**src/design/rxs_pkg.sv**
```systemverilog
package rxs_pkg;

	// ==========================================================
	// Frame geometry
	localparam int          BITS_PER_FRAME   = 193;
	localparam logic [7:0]  LAST_BIT         = 8'hC0;
	localparam logic [3:0]  LAST_FRAME       = 4'hB;
	localparam logic [3:0]  SIG_FRAME_A      = 4'h5;
	localparam logic [3:0]  SIG_FRAME_B      = 4'hB;
	localparam logic [4:0]  NUM_CHANNELS     = 5'h18;
	// F bit of frames 1..12, frame 1 in bit 0
	localparam logic [11:0] FRAME_PATTERN    = 12'h3B1;
	localparam logic [3:0]  SYNC_MATCHES     = 4'hC;
	localparam logic [1:0]  SYNC_ERRORS      = 2'h2;
	localparam logic [8:0]  STORE_HALF       = 9'h0C1;
	localparam int          STORE_BITS       = 386;

	// ==========================================================
	// Timing
	localparam int          CLOCK_PERIOD_NS  = 5;
	localparam int          TX_CLOCK_LOSS_NS = 5000;
	localparam int          TX_LOSS_CYCLES   =
		(TX_CLOCK_LOSS_NS + CLOCK_PERIOD_NS - 1) / CLOCK_PERIOD_NS;
	localparam int          CLOCK_KHZ        = 200000;
	localparam int          EIGHT_MEG_KHZ    = 8192;
	localparam logic [15:0] NCO_STEP         =
		16'((EIGHT_MEG_KHZ * 65536) / CLOCK_KHZ);

	// ==========================================================
	// APB register map and fields
	localparam logic [11:0] REG_CONTROL      = 12'h000;
	localparam logic [11:0] REG_CHAN_BLOCK   = 12'h004;
	localparam logic [11:0] REG_STATUS       = 12'h008;
	localparam int          CTL_SYNC_SELECT  = 0;
	localparam int          CTL_DOUBLE_WIDE  = 1;
	localparam int          CTL_SYNC_DIR     = 2;
	localparam int          CTL_ES_ENABLE    = 3;
	localparam int          CTL_ALARM_SELECT = 4;
	localparam int          CTL_ZBTSI        = 5;
	localparam int          CTL_FREEZE       = 6;
	localparam logic [6:0]  CONTROL_RESET    = 7'h00;
	localparam logic [23:0] CHAN_BLOCK_RESET = 24'h000000;

	typedef enum {
		RXS_SEARCH,
		RXS_LOCKED
	} rxs_sync_state_t;

endpackage

```
**src/design/rxs_slot_if.sv**
```systemverilog
`timescale 1ns/10ps
interface rxs_slot_if;
	logic       adv;
	logic       slip;
	logic       align;
	logic       keep_frame;
	logic [7:0] bit_idx;
	logic [3:0] frame_idx;

	modport ctr (
		input  adv,
		input  slip,
		input  align,
		input  keep_frame,
		output bit_idx,
		output frame_idx
	);
	modport user (
		output adv,
		output slip,
		output align,
		output keep_frame,
		input  bit_idx,
		input  frame_idx
	);
endinterface

```
**src/design/rxs_edge_sync.sv**
```systemverilog
`timescale 1ns/10ps
module rxs_edge_sync #(
	parameter int WIDTH = 1
) (
	input  wire logic             clk,
	input  wire logic             rst_n,
	input  wire logic [WIDTH-1:0] pin,
	output logic      [WIDTH-1:0] level,
	output logic      [WIDTH-1:0] rise,
	output logic      [WIDTH-1:0] fall
);
	logic [WIDTH-1:0] meta_q;
	logic [WIDTH-1:0] sync_q;
	logic [WIDTH-1:0] prev_q;

	// ==========================================================
	// Two-stage synchroniser, edges read only from the second stage
	always_ff @(posedge clk) begin
		if (!rst_n) begin
			meta_q <= '0;
			sync_q <= '0;
			prev_q <= '0;
		end else begin
			meta_q <= pin;
			sync_q <= meta_q;
			prev_q <= sync_q;
		end
	end

	assign level = sync_q;
	assign rise  = sync_q & ~prev_q;
	assign fall  = ~sync_q & prev_q;
endmodule

```
**src/design/rxs_slot_counter.sv**
```systemverilog
`timescale 1ns/10ps
module rxs_slot_counter (
	input  wire logic clk,
	input  wire logic rst_n,
	rxs_slot_if.ctr   slot
);
	logic [7:0] bit_q;
	logic [3:0] frame_q;

	// ==========================================================
	// Bit position within frame, frame within superframe
	always_ff @(posedge clk) begin
		if (!rst_n) begin
			bit_q   <= 8'h00;
			frame_q <= 4'h0;
		end else if (slot.align) begin
			bit_q   <= 8'h00;
			frame_q <= slot.keep_frame ? frame_q : 4'h0;
		end else if (slot.adv && !slot.slip) begin
			if (bit_q == rxs_pkg::LAST_BIT) begin
				bit_q   <= 8'h00;
				frame_q <= (frame_q == rxs_pkg::LAST_FRAME) ? 4'h0
					: frame_q + 4'h1;
			end else begin
				bit_q <= bit_q + 8'h01;
			end
		end
	end

	assign slot.bit_idx   = bit_q;
	assign slot.frame_idx = frame_q;
endmodule

```
**src/design/rxs_receive_timing.sv**
```systemverilog
// The address map and the APB slave port were chosen for this implementation.
`timescale 1ns/10ps
// Operation
// Link data changes one line clock before each frame starts; here only after odd frame_idx, or frame_idx[1:0] of 3 in ZBTSI.
// Link clock runs at 4 kHz, or 2 kHz in ZBTSI mode.
// Channel clock is high during each channel's last bit, 192 kHz.
// Channel clock and block follow line or system timing per store.
// Channel block level per channel comes from a 24-bit register.
// Serial data changes on line edges, or system edges with store.
// Signaling bits go out in PCM slot format on the active timing.
// Sync pulse one line clock wide marks frames or multiframes.
// Double-wide option stretches frame sync to two bits on signaling frames.
// With store and input direction, the sync pin takes an outside pulse.
// Frame pulse one line clock wide marks every frame boundary.
// Multiframe pulse follows system timing with store, line otherwise.
// Receive data output changes on each rising line clock edge.
// Outside logic supplies the system clock, held low if unused.
// Alarm shows sync search or 5 us without transmit clock edges.
// Carrier loss output follows the line interface detector.
// Freeze output is high while signaling is frozen, auto or manual.
// An 8.192 MHz clock is produced, phased to the line clock.
// Line interface data outputs change on its recovered clock rise.
// Framer samples its inputs on the falling receive clock edge.
// Framer steps one bit per 1.544 MHz line clock period.
// Strap high connects framer inputs to the line interface outputs.
// Strap high means outside framer pins are unused and tied low.
// A frame is 193 bits: 24 eight-bit channels and one F bit.
// Frames six and twelve of a superframe are signaling frames.
module rxs_receive_timing (
	input  wire logic        CLOCK,
	input  wire logic        RST_N,
	input  wire logic [11:0] PADDR,
	input  wire logic        PSEL,
	input  wire logic        PENABLE,
	input  wire logic        PWRITE,
	input  wire logic [31:0] PWDATA,
	output logic      [31:0] PRDATA,
	output logic             PREADY,
	output logic             PSLVERR,
	input  wire logic        LI_CLOCK_IN,
	input  wire logic        LI_POSITIVE_IN,
	input  wire logic        LI_NEGATIVE_IN,
	input  wire logic        LI_CARRIER_LOSS_IN,
	input  wire logic        FRAMER_POSITIVE_DATA_IN,
	input  wire logic        FRAMER_NEGATIVE_DATA_IN,
	input  wire logic        FRAMER_CLOCK_IN,
	input  wire logic        LINE_INTERFACE_CONNECT_STRAP,
	input  wire logic        RECV_SYSTEM_CLOCK,
	input  wire logic        TRANSMIT_LINE_CLOCK,
	input  wire logic        RECV_SYNC_PIN_I,
	output logic             RECV_SYNC_PIN_O,
	output logic             RECV_SYNC_PIN_OE,
	output logic             LI_POSITIVE_DATA_OUT,
	output logic             LI_NEGATIVE_DATA_OUT,
	output logic             LI_RECOVERED_CLOCK_OUT,
	output logic             RECV_LINE_CLOCK_OUT,
	output logic             RECV_DATA_OUT,
	output logic             RECV_SERIAL_OUT,
	output logic             RECV_SIGNALING_OUT,
	output logic             RECV_CHANNEL_CLOCK,
	output logic             RECV_CHANNEL_BLOCK,
	output logic             RECV_LINK_DATA,
	output logic             RECV_LINK_CLOCK,
	output logic             RECV_FRAME_PULSE,
	output logic             RECV_MULTIFRAME_PULSE,
	output logic             SYNC_LOSS_OR_TX_CLOCK_LOSS,
	output logic             CARRIER_LOSS_OUT,
	output logic             SIGNALING_FREEZE_OUT,
	output logic             EIGHT_MEG_CLOCK_OUT
);
	// ==========================================================
	// Pin synchronisers
	logic [10:0] pin_raw;
	logic [10:0] pin_lvl;
	logic [10:0] pin_rise;
	logic [10:0] pin_fall;

	assign pin_raw = {LI_CLOCK_IN, LI_POSITIVE_IN, LI_NEGATIVE_IN,
		LI_CARRIER_LOSS_IN, FRAMER_POSITIVE_DATA_IN,
		FRAMER_NEGATIVE_DATA_IN, FRAMER_CLOCK_IN,
		LINE_INTERFACE_CONNECT_STRAP, RECV_SYSTEM_CLOCK,
		TRANSMIT_LINE_CLOCK, RECV_SYNC_PIN_I};

	rxs_edge_sync #(.WIDTH(11)) u_sync (
		.clk   (CLOCK),
		.rst_n (RST_N),
		.pin   (pin_raw),
		.level (pin_lvl),
		.rise  (pin_rise),
		.fall  (pin_fall)
	);

	logic li_clk_rise;
	logic li_pos;
	logic li_neg;
	logic carrier_loss;
	logic strap;
	logic sys_rise;
	logic tx_edge;
	logic ext_sync_rise;

	assign li_clk_rise   = pin_rise[10];
	assign li_pos        = pin_lvl[9];
	assign li_neg        = pin_lvl[8];
	assign carrier_loss  = pin_lvl[7];
	assign strap         = pin_lvl[3];
	assign sys_rise      = pin_rise[2];
	assign tx_edge       = pin_rise[1] | pin_fall[1];
	assign ext_sync_rise = pin_rise[0];

	// ==========================================================
	// APB registers
	logic [6:0]  control_q;
	logic [23:0] chan_block_q;
	logic        in_sync;
	logic        tx_clock_lost;
	logic        frozen;
	logic        apb_access;

	assign apb_access = PSEL && PENABLE && !PREADY;

	always_ff @(posedge CLOCK) begin
		if (!RST_N) begin
			control_q    <= rxs_pkg::CONTROL_RESET;
			chan_block_q <= rxs_pkg::CHAN_BLOCK_RESET;
		end else if (apb_access && PWRITE) begin
			if (PADDR == rxs_pkg::REG_CONTROL)
				control_q <= PWDATA[6:0];
			if (PADDR == rxs_pkg::REG_CHAN_BLOCK)
				chan_block_q <= PWDATA[23:0];
		end
	end

	always_ff @(posedge CLOCK) begin
		if (!RST_N) begin
			PREADY  <= 1'b0;
			PSLVERR <= 1'b0;
			PRDATA  <= 32'h00000000;
		end else begin
			PREADY  <= apb_access;
			PSLVERR <= 1'b0;
			PRDATA  <= 32'h00000000;
			if (apb_access) begin
				unique case (PADDR)
					rxs_pkg::REG_CONTROL:
						PRDATA <= {25'h0000000, control_q};
					rxs_pkg::REG_CHAN_BLOCK:
						PRDATA <= {8'h00, chan_block_q};
					rxs_pkg::REG_STATUS:
						PRDATA <= {28'h0000000, frozen, tx_clock_lost,
							carrier_loss, in_sync};
					default:
						PSLVERR <= 1'b1;
				endcase
			end
		end
	end

	logic sync_select;
	logic double_wide;
	logic es_enable;
	logic sync_input;

	assign sync_select = control_q[rxs_pkg::CTL_SYNC_SELECT];
	assign double_wide = control_q[rxs_pkg::CTL_DOUBLE_WIDE];
	assign es_enable   = control_q[rxs_pkg::CTL_ES_ENABLE];
	assign sync_input  = es_enable && control_q[rxs_pkg::CTL_SYNC_DIR];

	// ==========================================================
	// Line interface outputs and framer input selection
	always_ff @(posedge CLOCK) begin
		if (!RST_N) begin
			LI_POSITIVE_DATA_OUT   <= 1'b0;
			LI_NEGATIVE_DATA_OUT   <= 1'b0;
			LI_RECOVERED_CLOCK_OUT <= 1'b0;
		end else begin
			LI_RECOVERED_CLOCK_OUT <= pin_lvl[10];
			// Data on recovered rise
			if (li_clk_rise) begin
				LI_POSITIVE_DATA_OUT <= li_pos;
				LI_NEGATIVE_DATA_OUT <= li_neg;
			end
		end
	end

	// Strap picks internal path
	// Outside pins ignored then
	logic fr_clk_rise;
	logic fr_clk_fall;
	logic fr_clk_lvl;
	logic fr_bit;

	assign fr_clk_rise = strap ? pin_rise[10] : pin_rise[4];
	assign fr_clk_fall = strap ? pin_fall[10] : pin_fall[4];
	assign fr_clk_lvl  = strap ? pin_lvl[10]  : pin_lvl[4];
	// Pos and neg ORed, NRZ
	assign fr_bit = strap ? (LI_POSITIVE_DATA_OUT | LI_NEGATIVE_DATA_OUT)
		: (pin_lvl[6] | pin_lvl[5]);

	// ==========================================================
	// Line and system slot counters
	rxs_slot_if line_slot ();
	rxs_slot_if sys_slot ();

	rxs_slot_counter u_line_ctr (
		.clk   (CLOCK),
		.rst_n (RST_N),
		.slot  (line_slot.ctr)
	);
	rxs_slot_counter u_sys_ctr (
		.clk   (CLOCK),
		.rst_n (RST_N),
		.slot  (sys_slot.ctr)
	);

	logic slip_q;

	// One bit per line clock
	assign line_slot.adv        = fr_clk_rise;
	assign line_slot.slip       = slip_q;
	assign line_slot.align      = 1'b0;
	assign line_slot.keep_frame = 1'b0;
	assign sys_slot.adv         = sys_rise;
	assign sys_slot.slip        = 1'b0;
	// Outside pulse realigns system timing
	assign sys_slot.align       = sync_input && ext_sync_rise;
	assign sys_slot.keep_frame  = !sync_select;

	function automatic logic [4:0] chan_of(input logic [7:0] b);
		logic [7:0] p;
		p = b - 8'h01;
		return p[7:3];
	endfunction

	function automatic logic is_lsb(input logic [7:0] b);
		logic [7:0] p;
		p = b - 8'h01;
		return (b != 8'h00) && (p[2:0] == 3'h7);
	endfunction

	// ==========================================================
	// Frame synchroniser on the F bit
	rxs_pkg::rxs_sync_state_t state_q;
	logic [3:0] match_q;
	logic [1:0] err_q;
	logic       f_ok;
	logic       f_time;
	logic       rx_bit_q;

	// F bit at position 0 of 193
	assign f_time  = fr_clk_fall && (line_slot.bit_idx == 8'h00);
	assign f_ok    = fr_bit == rxs_pkg::FRAME_PATTERN[line_slot.frame_idx];
	assign in_sync = state_q == rxs_pkg::RXS_LOCKED;

	always_ff @(posedge CLOCK) begin
		if (!RST_N) begin
			state_q <= rxs_pkg::RXS_SEARCH;
			match_q <= 4'h0;
			err_q   <= 2'h0;
			slip_q  <= 1'b0;
		end else begin
			if (fr_clk_rise)
				slip_q <= 1'b0;
			if (f_time) begin
				unique case (state_q)
					rxs_pkg::RXS_SEARCH: begin
						match_q <= f_ok ? match_q + 4'h1 : 4'h0;
						slip_q  <= !f_ok;
						if (f_ok && match_q == rxs_pkg::SYNC_MATCHES - 4'h1)
							state_q <= rxs_pkg::RXS_LOCKED;
					end
					rxs_pkg::RXS_LOCKED: begin
						err_q <= f_ok ? 2'h0 : err_q + 2'h1;
						match_q <= 4'h0;
						if (!f_ok && err_q == rxs_pkg::SYNC_ERRORS - 2'h1) begin
							state_q <= rxs_pkg::RXS_SEARCH;
							err_q   <= 2'h0;
						end
					end
				endcase
			end
		end
	end

	// Sample on falling edge
	always_ff @(posedge CLOCK) begin
		if (!RST_N)
			rx_bit_q <= 1'b0;
		else if (fr_clk_fall)
			rx_bit_q <= fr_bit;
	end

	// ==========================================================
	// Signaling capture and freeze
	logic [23:0] sig_a_q;
	logic [23:0] sig_b_q;
	logic [4:0]  line_chan;

	assign line_chan = chan_of(line_slot.bit_idx);
	// Freeze on loss or by software
	assign frozen = control_q[rxs_pkg::CTL_FREEZE] || !in_sync
		|| carrier_loss;

	// Frames six and twelve carry signaling
	always_ff @(posedge CLOCK) begin
		if (!RST_N) begin
			sig_a_q <= 24'h000000;
			sig_b_q <= 24'h000000;
		end else if (fr_clk_fall && !frozen
			&& is_lsb(line_slot.bit_idx)) begin
			if (line_slot.frame_idx == rxs_pkg::SIG_FRAME_A)
				sig_a_q[line_chan] <= fr_bit;
			if (line_slot.frame_idx == rxs_pkg::SIG_FRAME_B)
				sig_b_q[line_chan] <= fr_bit;
		end
	end

	// ==========================================================
	// Elastic store, two frames deep; no slip control, so the
	// system clock must track the line rate on average
	logic       store_q [rxs_pkg::STORE_BITS];
	logic       wr_half_q;
	logic       rd_half_q;
	logic [8:0] wr_addr;
	logic [8:0] rd_addr;

	assign wr_addr = (wr_half_q ? rxs_pkg::STORE_HALF : 9'h000)
		+ {1'b0, line_slot.bit_idx};
	assign rd_addr = (rd_half_q ? rxs_pkg::STORE_HALF : 9'h000)
		+ {1'b0, sys_slot.bit_idx};

	always_ff @(posedge CLOCK) begin
		if (fr_clk_fall)
			store_q[wr_addr] <= fr_bit;
	end

	always_ff @(posedge CLOCK) begin
		if (!RST_N) begin
			wr_half_q <= 1'b0;
			rd_half_q <= 1'b1;
		end else begin
			if (fr_clk_rise && line_slot.bit_idx == rxs_pkg::LAST_BIT)
				wr_half_q <= !wr_half_q;
			if (sys_rise && sys_slot.bit_idx == rxs_pkg::LAST_BIT)
				rd_half_q <= !rd_half_q;
		end
	end

	// ==========================================================
	// Timing-selected and line-timed outputs
	logic [7:0] act_bit;
	logic [3:0] act_frame;
	logic [4:0] act_chan;
	logic [7:0] act_pos;
	logic       act_step;
	logic       line_sig_frame;

	// Store enable picks the timing
	assign act_bit   = es_enable ? sys_slot.bit_idx : line_slot.bit_idx;
	assign act_frame = es_enable ? sys_slot.frame_idx : line_slot.frame_idx;
	assign act_step  = es_enable ? sys_rise : fr_clk_rise;
	assign act_chan  = chan_of(act_bit);
	assign act_pos   = act_bit - 8'h01;
	assign line_sig_frame = line_slot.frame_idx == rxs_pkg::SIG_FRAME_A
		|| line_slot.frame_idx == rxs_pkg::SIG_FRAME_B;

	always_ff @(posedge CLOCK) begin
		if (!RST_N) begin
			RECV_CHANNEL_CLOCK <= 1'b0;
			RECV_CHANNEL_BLOCK <= 1'b0;
			RECV_SERIAL_OUT    <= 1'b0;
			RECV_SIGNALING_OUT <= 1'b0;
		end else if (act_step) begin
			// High on channel LSB
			RECV_CHANNEL_CLOCK <= is_lsb(act_bit);
			// Per-channel block level
			RECV_CHANNEL_BLOCK <= (act_bit != 8'h00)
				&& (act_chan < rxs_pkg::NUM_CHANNELS)
				&& chan_block_q[act_chan];
			// Serial data per timing
			RECV_SERIAL_OUT <= es_enable ? store_q[rd_addr] : rx_bit_q;
			// ABAB in the low nibble
			RECV_SIGNALING_OUT <= (act_bit != 8'h00) && act_pos[2]
				&& (act_pos[0] ? sig_b_q[act_chan] : sig_a_q[act_chan]);
		end
	end

	always_ff @(posedge CLOCK) begin
		if (!RST_N) begin
			RECV_DATA_OUT       <= 1'b0;
			RECV_LINE_CLOCK_OUT <= 1'b0;
			RECV_FRAME_PULSE    <= 1'b0;
			RECV_SYNC_PIN_O     <= 1'b0;
			RECV_SYNC_PIN_OE    <= 1'b0;
		end else begin
			RECV_LINE_CLOCK_OUT <= fr_clk_lvl;
			RECV_SYNC_PIN_OE    <= !sync_input;
			if (fr_clk_rise) begin
				// Framer data on line rise
				RECV_DATA_OUT <= rx_bit_q;
				// One bit wide per frame
				RECV_FRAME_PULSE <= line_slot.bit_idx == 8'h00;
				// Frame or multiframe mark
				// Second bit on signaling frames
				if (sync_select)
					RECV_SYNC_PIN_O <= line_slot.bit_idx == 8'h00
						&& line_slot.frame_idx == 4'h0;
				else
					RECV_SYNC_PIN_O <= line_slot.bit_idx == 8'h00
						|| (double_wide && line_sig_frame
						&& line_slot.bit_idx == 8'h01);
			end
		end
	end

	// Multiframe mark on active timing
	always_ff @(posedge CLOCK) begin
		if (!RST_N)
			RECV_MULTIFRAME_PULSE <= 1'b0;
		else if (act_step)
			RECV_MULTIFRAME_PULSE <= act_bit == 8'h00
				&& act_frame == 4'h0;
	end

	// ==========================================================
	// Link data and clock
	logic link_frame;

	assign link_frame = control_q[rxs_pkg::CTL_ZBTSI]
		? (line_slot.frame_idx[1:0] == 2'h3) : line_slot.frame_idx[0];

	always_ff @(posedge CLOCK) begin
		if (!RST_N) begin
			RECV_LINK_DATA  <= 1'b0;
			RECV_LINK_CLOCK <= 1'b0;
		end else if (fr_clk_rise) begin
			// 4 or 2 kHz from frame count
			RECV_LINK_CLOCK <= control_q[rxs_pkg::CTL_ZBTSI]
				? line_slot.frame_idx[1] : line_slot.frame_idx[0];
			// Update on last bit of frame
			if (line_slot.bit_idx == rxs_pkg::LAST_BIT && link_frame)
				RECV_LINK_DATA <= store_q[wr_half_q ? 9'h000
					: rxs_pkg::STORE_HALF];
		end
	end

	// ==========================================================
	// Alarms and the 8.192 MHz clock
	logic [9:0]  tx_idle_q;
	logic [15:0] nco_q;

	assign tx_clock_lost = tx_idle_q == 10'(rxs_pkg::TX_LOSS_CYCLES);

	always_ff @(posedge CLOCK) begin
		if (!RST_N)
			tx_idle_q <= 10'h000;
		else if (tx_edge)
			tx_idle_q <= 10'h000;
		else if (!tx_clock_lost)
			tx_idle_q <= tx_idle_q + 10'h001;
	end

	always_ff @(posedge CLOCK) begin
		if (!RST_N) begin
			SYNC_LOSS_OR_TX_CLOCK_LOSS <= 1'b0;
			CARRIER_LOSS_OUT           <= 1'b0;
			SIGNALING_FREEZE_OUT       <= 1'b0;
		end else begin
			// Search or transmit clock idle
			SYNC_LOSS_OR_TX_CLOCK_LOSS <=
				control_q[rxs_pkg::CTL_ALARM_SELECT] ? tx_clock_lost
				: !in_sync;
			// Follows carrier detector
			CARRIER_LOSS_OUT <= carrier_loss;
			// Frozen flag out
			SIGNALING_FREEZE_OUT <= frozen;
		end
	end

	// Phase restarts at each frame
	always_ff @(posedge CLOCK) begin
		if (!RST_N) begin
			nco_q               <= 16'h0000;
			EIGHT_MEG_CLOCK_OUT <= 1'b0;
		end else begin
			if (fr_clk_rise && line_slot.bit_idx == 8'h00)
				nco_q <= 16'h0000;
			else
				nco_q <= nco_q + rxs_pkg::NCO_STEP;
			EIGHT_MEG_CLOCK_OUT <= nco_q[15];
		end
	end
endmodule

```
**config.mk**
```make
export PLATFORM = sky130hd
export DESIGN_NAME = rxs_receive_timing
export DESIGN_NICKNAME = d
export VERILOG_FILES = /design/src/design/rxs_pkg.sv /design/src/design/rxs_slot_if.sv /design/src/design/rxs_edge_sync.sv /design/src/design/rxs_slot_counter.sv /design/src/design/rxs_receive_timing.sv
export SDC_FILE = /design/constraint.sdc
export NUM_CORES = 1
export LEC_CHECK = 0
export ABC_AREA = 1
export BUFFER_PORTS_ARGS = -buffer_cell sky130_fd_sc_hd__buf_2
export CORE_UTILIZATION = 55
export CTS_CLUSTER_SIZE = 30
export DETAILED_ROUTE_END_ITERATION = 6
export PLACE_DENSITY = 0.71
export REMOVE_ABC_BUFFERS = 1
export SYNTH_ARGS = -nofsm -noshare
export SYNTH_HDL_FRONTEND = slang
export SYNTH_HIERARCHICAL = 1
export SYNTH_SLANG_ARGS = --single-unit
```
**constraint.sdc**
```tcl
create_clock -name CLOCK -period 22.4 [get_ports CLOCK]
set_clock_uncertainty 0.1 [all_clocks]
set_input_delay 1.12 -clock CLOCK [delete_from_list [all_inputs] [get_ports CLOCK]]
set_output_delay 1.12 -clock CLOCK [all_outputs]
set_load 0.03 [all_outputs]
```
==> results.ini <==
[route]
via_per_inst=5.604
routed_wl_mm=70.88
dr.first_iter.drc_count=2057
wire_per_inst_um=17.87
ant_nets=0
dr.pass1.iters=7
via_count=22230
drc_errors=0

[die]
die_x_um=228.3
dieHeight_um=228.3
core_area_mm2=0.05038
io_pins=113
die_area_mm2=0.05213
std_cell_rows=82
start_util=0.5592

[global_route]
grt_start_max_net_pins=190
first_global_vias=21530
grt_pass1_wl_mm=111.8
grt.total_usage=0.2689
grt_overflow_total=0
grt_antenna_before_repair=0

[critical_path]
crit_top_cell=nand3_1
worstPathCellList=ha_4 -> buf_4 -> buf_4 -> nor2_1 -> nor2_1 -> o21ai_0 -> nand3_1 -> nand3_1 -> nand3_1 -> nand3_1 -> nand3_1 -> nand3_1 -> a21oi_1 -> nand2_1 -> a21oi_1
critPathSlowestCell=buf_4
cp.required_ns=22.84
cpPeakStageDelay_ns=0.78
critPathKind=flip-flop to flip-flop
start_kind=flip-flop
critPathMaxFanout=77
arrival_ns=5.05
cp-end-kind=flip-flop
rr_startpoint=u_sys_ctr/slot.bit_idx[0]
critPathLaunch=u_sys_ctr/slot.bit_idx[0]

[hold_path]
holdCritPathClass=flip-flop to flip-flop
hold_path.startpoint=u_sync/meta_q[3]

[placement]
place_hpwl_mm=41.07
placed_cell_area_mm2=0.02883
gp_congestion=0.8586
io_buffers=96

[timing]
finalSetupViolCount=0
tightest_slew_ns=1.226
drv_slew=0
fin_crit_sh=0.2057
slew_headroom=0.1829
hold_viol=0
fin_crit_ns=4.608
fmax_ghz=0.2170
finalSetupTns_ns=0
rsz0062_at_grt=no

[status]
run_status=complete, no violations

[cells_and_area]
final_area_mm2=0.03075
layout-area-overhead-vs-synth_pct=9.172
drive_gt1_frac=0.1145
n_antenna_cell=0
fillCellCount=4346
multi_input_area_mm2=0.01047
final_cell_mix=nor2_1 (802), nand2_1 (413), edfxtp_1 (386)
nets=3325
register_area_mm2=0.01580
layout_commonest_cell=nor2_1

[clock_tree]
clk_pin_slew_ns=0.06
clock_path_buffers=3
clk_latency_ns=0.64
ctsResizeCount=0
h-tree-depth=2
cts.sinks=596
cts_tree=yes
cts_buffers=60
post_cts_buffers=0
root_buffer=clkbuf_16
holdBufCountCts=0

[flow_run]
drv_cap=0

[power]
cellPowerDensity_mw_per_mm2=74.98
leakage_nw=11.10
peakVddDrop_mv=0.06685

[synth]
avgSynthCellArea_um2=8.705
syn_area_mm2=0.02817
synthCells=3236
yosysWarnings=6

==> critical path, delay by kind of cell, from the launching register on <==
kind,cells,cell delay (ns)
flops,1,0.56
buf+inv,2,1.51
compound gates,3,0.40
fa+ha+maj,1,0.65
simple gates,9,1.17
==> power by group <==
part	switching, mW	internal, mW	leakage (nW)
registers	0.00514	1.19	5.05
logic	0.0949	0.0358	5.12
clock network	0.428	0.557	0.926
==> through the flow <==
step	util	worst slack, ns	total power, mW	instances	hold slack, ns
floorplan	-	15.50	1.307	3056	0.2900
CTS	0.6105	17.82	2.318	3966	0.3124
finish	0.6105	17.79	2.306	3966	0.3103
detailed placement	0.5724	17.91	1.344	3854	0.2978
global placement	0.5724	17.97	1.340	3854	0.2960
global route	0.6105	17.50	2.380	3966	0.3324
==> area by class of cell <==
class,count,area share
multi-input combinational,2193,0.3404
clock inverter,45,0.01176
inverter,267,0.03320
sequential,596,0.5136
tap,672,0.02734
timing repair buffer,126,0.02303
clock buffer,67,0.05069
==> metal layers <==
| layer | up-vias | part of all wire | global-route usage |
|---|---|---|---|
| li1 | 10700 | - | - |
| met1 | 10480 | 0.40 | 0.3344 |
| met2 | 866 | 0.49 | 0.4675 |
| met3 | 186 | 0.080 | 0.04741 |
| met4 | 0 | 0.033 | 0.1003 |
| met5 | - | 0 | 0 |
==> path summary, 6_finish.rpt <==
check	slack, ns	endpoint	cells past startpoint
worst max-delay path	17.79	RECV_SERIAL_OUT	15
worst min-delay path	0.31	u_sync/level[3]	2
worst max register to register	17.79	RECV_SERIAL_OUT	15
worst min register to register	0.31	u_sync/level[3]	2
==> state kept, by name, indices dropped and copies added, names as in the netlist, 2 cells and up <==
signal,count
u_line_ctr/slot.frame_idx,4
u_sys_ctr/slot.frame_idx,4
match_q,4
store_q,386
u_sync/level,11
u_sys_ctr/slot.bit_idx,8
err_q,2
PRDATA,24
u_sync/prev_q,5
u_line_ctr/slot.bit_idx,8
sig_b_q,24
chan_block_q,24
u_sync/meta_q,11
sig_a_q,24
control_q,7
nco_q,14
tx_idle_q,10
Note: power is estimated with default switching activity, not from simulation.
